===== config.mk =====
export PLATFORM = sky130hd
export DESIGN_NAME = lbc_sequencer
export DESIGN_NICKNAME = d
export VERILOG_FILES = /design/src/lbc_pkg.sv /design/src/lbc_sequencer.sv
export VERILOG_INCLUDE_DIRS = /design/src
export SDC_FILE = /design/constraint.sdc
export NUM_CORES = 1
export LEC_CHECK = 0
export BUFFER_PORTS_ARGS = -buffer_cell sky130_fd_sc_hd__buf_2
export CAP_MARGIN = 15
export CELL_PAD_IN_SITES_DETAIL_PLACEMENT = 1
export CELL_PAD_IN_SITES_GLOBAL_PLACEMENT = 1
export CORE_AREA = 2 2 132 134
export CTS_BUF_LIST = sky130_fd_sc_hd__clkbuf_16
export CTS_CLUSTER_SIZE = 25
export DETAILED_ROUTE_END_ITERATION = 7
export DIE_AREA = 0 0 134 136
export PLACE_DENSITY_LB_ADDON = 0.1
export SLEW_MARGIN = 20
export SYNTH_ARGS = -nofsm -noshare
export SYNTH_HDL_FRONTEND = slang
export SYNTH_SLANG_ARGS = --single-unit

===== constraint.sdc =====
create_clock -name core_clk -period 3.8 [get_ports core_clk]
set_input_delay 0 -clock core_clk [delete_from_list [all_inputs] [get_ports core_clk]]
set_output_delay 0 -clock core_clk [all_outputs]
set_load 0.03 [all_outputs]

===== src/lbc_regs.svh =====
// constants of the led boost control sequencer
`ifndef LBC_REGS_SVH
`define LBC_REGS_SVH
`define LBC_CLK_HZ          200000000
`define LBC_SW_HZ           600000
`define LBC_SW_DIV          (`LBC_CLK_HZ / `LBC_SW_HZ)
`define LBC_RAMP_STEPS      32
`define LBC_STEP_US         213
`define LBC_STEP_CYC        ((`LBC_STEP_US * `LBC_SW_HZ) / 1000000)
`define LBC_HALF_LIM_US     5000
// scaled to kHz first so the product stays inside a 32-bit int
`define LBC_HALF_LIM_CYC    ((`LBC_HALF_LIM_US * (`LBC_SW_HZ / 1000) + 999) / 1000)
`define LBC_OFF_US          2500
`define LBC_OFF_CYC         ((`LBC_OFF_US * 200) + 1)
`define LBC_OPEN_CYC        8
`define LBC_REF_FULL        8'hFF
`define LBC_FILT_SHIFT      4
`endif


===== src/lbc_pkg.sv =====
// types of the led boost control sequencer
package lbc_pkg;
  typedef enum logic [1:0] {
    lbc_off, lbc_soft, lbc_run, lbc_latched
  } lbc_state_type;
endpackage


===== src/lbc_sequencer.sv =====
// led boost control sequencer: enable, soft start, faults, dimming reference
//
// Behaviour
// - switching cycles from fixed 600 kHz tick
// - ramp reference in 32 steps, 213 us
// - half current limit for first 5 ms
// - open string after 8 cycles both qualifiers
// - qualifiers: switch node high, feedback below half
// - open string latched until control toggles
// - shutdown only after low over 2.5 ms
// - no gate drive while in shutdown
// - steady high control gives full reference
// - chop reference by control, low-pass filter
// - reference depends on duty only
// - low supply holds shutdown, auto restart
// - over temperature shuts down, auto resume
// - enable always runs soft start first
`include "lbc_regs.svh"
module lbc_sequencer
  import lbc_pkg::*;
#(
  parameter int unsigned OFF_CYC  = `LBC_OFF_CYC,
  parameter int unsigned SW_DIV   = `LBC_SW_DIV,
  parameter int unsigned STEP_CYC = `LBC_STEP_CYC,
  parameter int unsigned HALF_CYC = `LBC_HALF_LIM_CYC
) (
  // clock and reset
  input  wire logic       core_clk,
  input  wire logic       rst,
  // control input and analog flags
  input  wire logic       ctrl_in,
  input  wire logic       switch_node_over,
  input  wire logic       feedback_sense_low,
  input  wire logic       low_supply_lockout,
  input  wire logic       over_temp,
  // power stage controls
  output logic            gate_enable,
  output logic            half_limit,
  output logic [7:0]      reg_reference,
  output logic [7:0]      half_reference,
  output logic            switch_tick,
  output logic            open_fault,
  output logic            active
);

  // ****************************************
  // parameter limits
  // ****************************************
  // counters are sized for the documented counts; refuse anything that
  // would overflow them or leave no idle clock between two ticks
  if (SW_DIV < 2 || SW_DIV > 65536) begin : g_bad_div
    $error("lbc_sequencer: SW_DIV out of range");
  end
  if (STEP_CYC < 1 || STEP_CYC > 1024) begin : g_bad_step
    $error("lbc_sequencer: STEP_CYC out of range");
  end
  if (HALF_CYC < 1 || HALF_CYC > 8191) begin : g_bad_half
    $error("lbc_sequencer: HALF_CYC out of range");
  end
  if (OFF_CYC < 2 || OFF_CYC > 1048575) begin : g_bad_off
    $error("lbc_sequencer: OFF_CYC out of range");
  end

  // ****************************************
  // synchronisers
  // ****************************************
  logic [4:0] sync_a;
  logic [4:0] sync_b;
  // second stage only is read downstream
  always_ff @(posedge core_clk or posedge rst) begin
    if (rst) begin
      sync_a <= 5'h00;
      sync_b <= 5'h00;
    end else begin
      sync_a <= {ctrl_in, switch_node_over, feedback_sense_low,
                 low_supply_lockout, over_temp};
      sync_b <= sync_a;
    end
  end
  logic ctrl_s, sw_s, fb_s, uv_s, ot_s;
  assign {ctrl_s, sw_s, fb_s, uv_s, ot_s} = sync_b;

  // ****************************************
  // switching tick
  // ****************************************
  logic [15:0] div_cnt;
  // one pulse per switching period
  always_ff @(posedge core_clk or posedge rst) begin
    if (rst) begin
      div_cnt     <= 16'h0000;
      switch_tick <= 1'b0;
    end else if (div_cnt == 16'(SW_DIV - 1)) begin
      div_cnt     <= 16'h0000;
      switch_tick <= 1'b1;
    end else begin
      div_cnt     <= div_cnt + 16'h0001;
      switch_tick <= 1'b0;
    end
  end

  // ****************************************
  // disable detection
  // ****************************************
  logic [19:0] low_cnt;
  logic        ctrl_low_long;
  // low pulses shorter than the window are just dimming
  always_ff @(posedge core_clk or posedge rst) begin
    if (rst) begin
      low_cnt <= 20'h00000;
    end else if (ctrl_s) begin
      low_cnt <= 20'h00000;
    end else if (low_cnt != 20'(OFF_CYC)) begin
      low_cnt <= low_cnt + 20'h00001;
    end
  end
  assign ctrl_low_long = (low_cnt == 20'(OFF_CYC));

  // ****************************************
  // main state machine
  // ****************************************
  lbc_state_type state;
  logic          fault_hit;
  logic          ramp_done;
  logic          inhibit;
  assign inhibit = uv_s | ot_s;

  always_ff @(posedge core_clk or posedge rst) begin
    if (rst) begin
      state <= lbc_off;
    end else begin
      unique case (state)
        lbc_off: begin
          // enable needs a high control and healthy supply
          if (ctrl_s && !inhibit)
            state <= lbc_soft;
        end
        lbc_soft, lbc_run: begin
          if (ctrl_low_long || inhibit)
            state <= lbc_off;
          else if (fault_hit)
            state <= lbc_latched;
          else if (state == lbc_soft && ramp_done)
            state <= lbc_run;
        end
        lbc_latched: begin
          // only a real disable releases the latch
          if (ctrl_low_long)
            state <= lbc_off;
        end
      endcase
    end
  end
  assign active      = (state == lbc_soft) || (state == lbc_run);
  assign gate_enable = active;
  assign open_fault  = (state == lbc_latched);

  // ****************************************
  // open string detection
  // ****************************************
  logic [3:0] open_cnt;
  always_ff @(posedge core_clk or posedge rst) begin
    if (rst) begin
      open_cnt <= 4'h0;
    end else if (!active) begin
      open_cnt <= 4'h0;
    end else if (switch_tick) begin
      if (sw_s && fb_s)
        open_cnt <= open_cnt + 4'h1;
      else
        open_cnt <= 4'h0;
    end
  end
  assign fault_hit = (open_cnt == 4'(`LBC_OPEN_CYC));

  // ****************************************
  // soft start ramp and half limit window
  // ****************************************
  logic [9:0]  step_cnt;
  logic [5:0]  step_idx;
  logic [12:0] half_cnt;
  always_ff @(posedge core_clk or posedge rst) begin
    if (rst) begin
      step_cnt <= 10'h000;
      step_idx <= 6'h00;
    end else if (!active) begin
      step_cnt <= 10'h000;
      step_idx <= 6'h00;
    end else if (switch_tick && step_idx != 6'(`LBC_RAMP_STEPS)) begin
      if (step_cnt == 10'(STEP_CYC - 1)) begin
        step_cnt <= 10'h000;
        step_idx <= step_idx + 6'h01;
      end else begin
        step_cnt <= step_cnt + 10'h001;
      end
    end
  end
  assign ramp_done = (step_idx == 6'(`LBC_RAMP_STEPS));

  // window counted in switching cycles from enable
  always_ff @(posedge core_clk or posedge rst) begin
    if (rst) begin
      half_cnt <= 13'h0000;
    end else if (!active) begin
      half_cnt <= 13'h0000;
    end else if (switch_tick && half_cnt != 13'(HALF_CYC)) begin
      half_cnt <= half_cnt + 13'h0001;
    end
  end
  always_ff @(posedge core_clk or posedge rst) begin
    if (rst)
      half_limit <= 1'b0;
    else
      half_limit <= active && (half_cnt != 13'(HALF_CYC));
  end

  // ****************************************
  // dimming reference
  // ****************************************
  // chopped level uses only the synchronised logic bit, never voltage
  logic [7:0]  chop;
  logic [15:0] filt;
  logic [15:0] next_filt;
  logic [7:0]  ramp_cap;
  assign chop = ctrl_s ? `LBC_REF_FULL : 8'h00;
  // single-pole filter: trades settling time for low ripple
  always_comb begin
    next_filt = filt - (filt >> `LBC_FILT_SHIFT)
              + ({8'h00, chop} << (8 - `LBC_FILT_SHIFT));
  end
  always_ff @(posedge core_clk or posedge rst) begin
    if (rst)
      filt <= 16'h0000;
    else if (switch_tick)
      filt <= next_filt;
  end
  assign ramp_cap = ramp_done ? `LBC_REF_FULL
                  : 8'({step_idx, 3'b000});
  always_ff @(posedge core_clk or posedge rst) begin
    if (rst) begin
      reg_reference  <= 8'h00;
      half_reference <= 8'h00;
    end else if (!active) begin
      reg_reference  <= 8'h00;
      half_reference <= 8'h00;
    end else begin
      reg_reference  <= (filt[15:8] < ramp_cap) ? filt[15:8] : ramp_cap;
      half_reference <= {1'b0, reg_reference[7:1]};
    end
  end

  // ****************************************
  // checks
  // ****************************************
  chk_gate_off_shut: assert property (
    @(posedge core_clk) disable iff (rst)
    (state == lbc_off || state == lbc_latched) |-> !gate_enable)
    else $error("gate active in shutdown");
  chk_open_latch: assert property (
    @(posedge core_clk) disable iff (rst)
    fault_hit && active && !ctrl_low_long && !inhibit
    |=> state == lbc_latched)
    else $error("open string not latched");
  chk_latch_hold: assert property (
    @(posedge core_clk) disable iff (rst)
    state == lbc_latched && !ctrl_low_long |=> state == lbc_latched)
    else $error("latch released without toggle");
  chk_inhibit_off: assert property (
    @(posedge core_clk) disable iff (rst)
    inhibit && active |=> state == lbc_off)
    else $error("inhibit did not shut down");
  chk_enable_soft: assert property (
    @(posedge core_clk) disable iff (rst)
    $rose(active) |-> step_idx == 6'h00 && half_cnt == 13'h0000)
    else $error("ramp not reset");
  chk_short_low: assert property (
    @(posedge core_clk) disable iff (rst)
    active && low_cnt < 20'(OFF_CYC - 1) && !inhibit && !fault_hit
    |=> state != lbc_off)
    else $error("short low pulse shut down");
  chk_half_start: assert property (
    @(posedge core_clk) disable iff (rst)
    $rose(active) |=> ##1 half_limit)
    else $error("half limit missing");
  chk_count_clear: assert property (
    @(posedge core_clk) disable iff (rst)
    switch_tick && active && !(sw_s && fb_s) |=> open_cnt == 4'h0)
    else $error("open counter not cleared");
  chk_soft_first: assert property (
    @(posedge core_clk) disable iff (rst)
    state == lbc_off ##1 active |-> state == lbc_soft)
    else $error("enable skipped soft start");
  chk_tick_single: assert property (
    @(posedge core_clk) disable iff (rst)
    switch_tick |=> !switch_tick)
    else $error("switching tick longer than one clock");
  // main scenarios: ramp, open string, disable, inhibit, dimming low phase
  cov_ramp_done: cover property (@(posedge core_clk) $rose(ramp_done));
  cov_open: cover property (@(posedge core_clk) $rose(open_fault));
  cov_disable: cover property (@(posedge core_clk)
    state == lbc_run ##1 state == lbc_off);
  cov_inhibit: cover property (@(posedge core_clk)
    $rose(inhibit) && active);
  cov_dim_low: cover property (@(posedge core_clk)
    active && $fell(ctrl_s));
endmodule


# Word level (Yosys, flattened, before mapping)
# Index checks and enable logic that the tools add are counted.
[word_totals] register_bits=114
[op_classes] add_sub_neg=8 order_cmp=1 eq_ne=18 muxes=26 bitwise=1 n_reduce_logical=14
[op_table] cell="two-way mux 20 bit" count=2
[op_table] cell="two-way mux 8 bit" count=4
[op_table] cell="two-way mux 10 bit" count=3
[op_table] cell="two-way mux 13 bit" count=2
[op_table] cell="adder 20 x 1 -> 20 bit (second input constant)" count=1
[op_table] cell="equality test 20 x 19 -> 1 bit (second input constant)" count=1
[op_table] cell="!= test 20 x 19 -> 1 bit (second input constant)" count=1
[op_table] cell="two-way mux 6 bit" count=3
[op_table] cell="adder 16 x 1 -> 16 bit (second input constant)" count=1
[op_table] cell="adder 16 x 12 -> 16 bit" count=1
[op_table] cell="equality test 16 x 9 -> 1 bit (second input constant)" count=1
[op_table] cell="two-way mux 16 bit" count=1
[op_table] cell="subtractor 16 x 12 -> 16 bit" count=1
[op_table] cell="adder 13 x 1 -> 13 bit (second input constant)" count=1
[op_table] cell="!= test 13 x 12 -> 1 bit (second input constant)" count=1
[op_table] cell="two-way mux 4 bit" count=3
[op_table] cell="adder 10 x 1 -> 10 bit (second input constant)" count=1
[op_table] cell="equality test 10 x 7 -> 1 bit (second input constant)" count=1
[op_table] cell="two-way mux 2 bit" count=5
[op_table] cell="less-than comparator 8 bit" count=1
[op_table] cell="!= test 2 x 1 -> 1 bit (second input constant)" count=4
[op_table] cell="two-way mux 7 bit" count=1
[op_table] cell="adder 6 x 1 -> 6 bit (second input constant)" count=1
[op_table] cell="equality test 6 bit (second input constant)" count=1
[op_table] cell="18 further kinds" count=26

# Logic depth before layout (Yosys ltp)
[logic_depth] word_depth=6 mapped_depth=12 depth_no_buf=10

# Worst setup path before layout
# OpenSTA, ideal clock, no wires.
[synth_timing] path_kind="register -> register" from="register sync_b[4]" to="register filt[13]" setup_ns=0.069 arrival_time_ns=2.683 t_required_ns=3.731 setup_slack_ns=1.047 path_stages_with_launch=10 period_less_slack_ns=2.753 path_cell_list="dfrtp_1 > inv_1 > fa_1 > inv_1 > ha_1 > a21oi_1 > a221oi_2 > a211oi_1 > or4_1 > nand3b_1"
[synth_between] elab_chain_len=2
[synth_rtl] element="start, declared" line_no="lbc_sequencer.sv:68" rtl="logic [4:0] sync_b;"
[synth_rtl] element="start signal, assigned" line_no="lbc_sequencer.sv:77" rtl="sync_b <= sync_a;"
[synth_rtl] element="two-way mux 8 bit" line_no="lbc_sequencer.sv:224" rtl="assign chop = ctrl_s ? `LBC_REF_FULL : 8'h00;"
[synth_rtl] element="adder 16 x 12 -> 16 bit" line_no="lbc_sequencer.sv:227" rtl="next_filt = filt - (filt >> `LBC_FILT_SHIFT)"
[synth_rtl] element="end signal, assigned" line_no="lbc_sequencer.sv:234" rtl="filt <= next_filt;"
[synth_rtl] element="end, declared" line_no="lbc_sequencer.sv:221" rtl="logic [15:0] filt;"
# No other way between the ends.
# A chain may end at the register's enable or synchronous reset.

# Final worst setup path
[layout_timing] from="register sync_b[4]" to="register filt[14]"
# The elaborated chain is that of the path after synthesis.

==> run summary <==
Critical Path RT: 4060 ps
Layout area overhead: 14.9%
core region area: 16900 µm²
sequential cell area fraction in the yosys report: 0.433
CP most frequent cell: inv_1
power per cell area: 438 nW/µm²
vias: 5035
WP depth: 9
first-pass GRT wire length: 26.9 mm
GR Util All Layers: 0.186
Final Routed Wirelength: 15.6 mm
cts hold-fix bufs: 6
clock root buffer: clkbuf_16
Yosys warning total: 0
post-CTS sizing: 0
startpoint types: flip-flop
LEAKAGE: 0.00334 µW
IO buf count: 26
RSZ-0062 raised after global routing: no
pre-CTS WS: 604 ps
Final Max Slew Viols: 0
most frequently used flop master after synthesis: dfrtp_1
worst rel slew slack: 0.518
CTS Buf Count: 17
worst path bufs/invs: 2
commonest non-fill, non-tap cell in the layout: dfrtp_1
fmax: 319 MHz
largest fanout on the critical path: 8
synthesized instance count: 683
largest net degree at the start of global routing: 56
Post-Route Skew: 7.98 ps
final hold vios: 0
Avg WL per Cell: 16.4 µm
slowest CP cell: fa_1
Netlist cell types: 64
setup_tns: 0 ps
die area: 18200 µm²
CP top delay family: compound AO/OA/AOI/OAI gates
CP peak stage delay: 600 ps
vias in the first global route: 5379
Post-Syn Area: 6580 µm²
Area contributors post-synth: dfrtp_1 43%, ha_1 7.8%, xnor2_1 5.2%, nor2_1 4.8%, inv_1 3.0%
TritonRoute pass-1 iters: 4
CTS sink cnt: 114
area share of the largest cell type after synthesis: 0.433
average size of a mapped cell: 9.64 µm²
Setup WS post-layout: 661 ps
Worst-Skew Late Latency: 420 ps
status: complete, no violations
r2r worst-path depth: 9
Post-synth EDFFs: 0
Hold Path Cell Cnt: 2
HP Class: in2reg
WHS: 227 ps
register bit total from synthesis: 114
IO Pins: 28
Clock Path Buffers: 2
Setup CP Type: reg2reg
Final Cycle Share: 0.826
Mapped Nets: 740
Final setup viols: 0
DRC Markers: 0
ant diodes: 0
routability cong.: 0.804
max_cap viols: 0
Die W: 134 µm
nets: 776
hpwl dp: 10.9 mm
remaining global-route overflow: 0
postcts setup bufs: 0
die height: 136 µm
Worst-Margin Slew: 723 ps
Initial Utilization: 0.390
antenna-violating nets left: 0
CP cell instances: inv_1 -> fa_1 -> inv_1 -> ha_1 -> a21oi_1 -> o21bai_1 -> a221oi_1 -> mux2i_1 -> a211oi_1
vias per cell: 5.27
fraction of final layout cells with drive strength greater than 1: 0.0973
FP Rows: 48
most frequent cells in the layout: 114 x dfrtp_1, 84 x nor2_1, 54 x inv_1
CTS tree: done
post-route minimum period: 3140 ps
Max VDD drop: 0.339 mV
initial DRC count: 291
Clock transition at path regs: 50 ps
cell taking the most area after synthesis: dfrtp_1
CP endpoint kind: flip-flop
Arr. time, crit path: 3400 ps
Post-synth ARST share: 1.00
initial antenna violation count: 0
CTS HTree Levels: 4
## worst paths after layout
path	start	to	slack, ps
worst max register to register	sync_b[4]$_DFF_PP0_	filt[14]$_DFFE_PP0P_	660
max in group asynchronous	rst	step_cnt[3]$_DFFE_PP0P_	2570
worst min-delay path	switch_node_over	sync_a[3]$_DFF_PP0_	230
worst max-delay path	sync_b[4]$_DFF_PP0_	filt[14]$_DFFE_PP0P_	660
min in group asynchronous	rst	low_cnt[17]$_DFFE_PP0P_	270
worst min register to register	sync_a[1]$_DFF_PP0_	sync_b[1]$_DFF_PP0_	350
## flip-flops by register name, indices dropped and copies added (netlist names)
name / cells
reg_reference: 8
open_cnt: 4
div_cnt: 16
half_reference: 7
half_limit: 1
state: 2
low_cnt: 20
step_idx: 6
sync_a: 5
half_cnt: 13
step_cnt: 10
filt: 16
switch_tick: 1
sync_b: 5
## synthesized netlist by cell type (all sizes together), types with 5 or more instances
cell,count
nor4b,6
dfrtp,114
nand2,50
nor2,84
nand3,34
xor2,22
buf,8
a21oi,24
and2,12
ha,41
a21o,5
nor4,5
nor3,15
xnor2,39
a211o,8
a31oi,7
fa,9
nand4,15
clkbuf,14
o21ai,21
and3,12
inv,54
a211oi,13
o32a,5
mux2i,10
## power breakdown
part,switching [µW],internal (µW)
sequential,13.9,1240
clock,544,997
combinational,393,132
total,951,2370
## per-stage QoR
step / util / instances / power (µW) / cell area (µm²)
global placement: 0.412 / 919 / 1790 / 6950
detailed placement: 0.412 / 919 / 1800 / 6950
CTS: 0.448 / 955 / 3370 / 7560
finish: 0.448 / 955 / 3320 / 7560
global route: 0.448 / 955 / 3490 / 7560
floorplan: - / 683 / 1660 / 6580
## layout make-up
type | count | area, µm²
fillers | 1924 | 9310
multi-input cells | 493 | 3430
flip-flops and latches | 114 | 2850
clock buffers | 17 | 425
well taps | 225 | 282
repair buffers | 39 | 243
inverters | 54 | 205
clock inverters | 13 | 128
## per-layer routing
layer,GRT usage,vias to the layer above,wire [µm]
met5,0,-,0
met4,0.0520,0,150
met3,0.0451,13,453
met2,0.315,65,7610
met1,0.238,2512,7410
li1,-,2445,-
## logic make-up (layout without fill, tap and decap cells)
family / Yosys count / in the layout / synth area share
simple gates: 260 / 260 / 0.198
flops: 114 / 114 / 0.433
compound gates: 107 / 107 / 0.113
buf+inv: 76 / 123 / 0.0454
xor+xnor: 61 / 61 / 0.0812
fa+ha+maj: 50 / 50 / 0.105
mux: 14 / 14 / 0.0226
other cells: 1 / 1 / 0.000570
(Power assumes the default switching activity.)
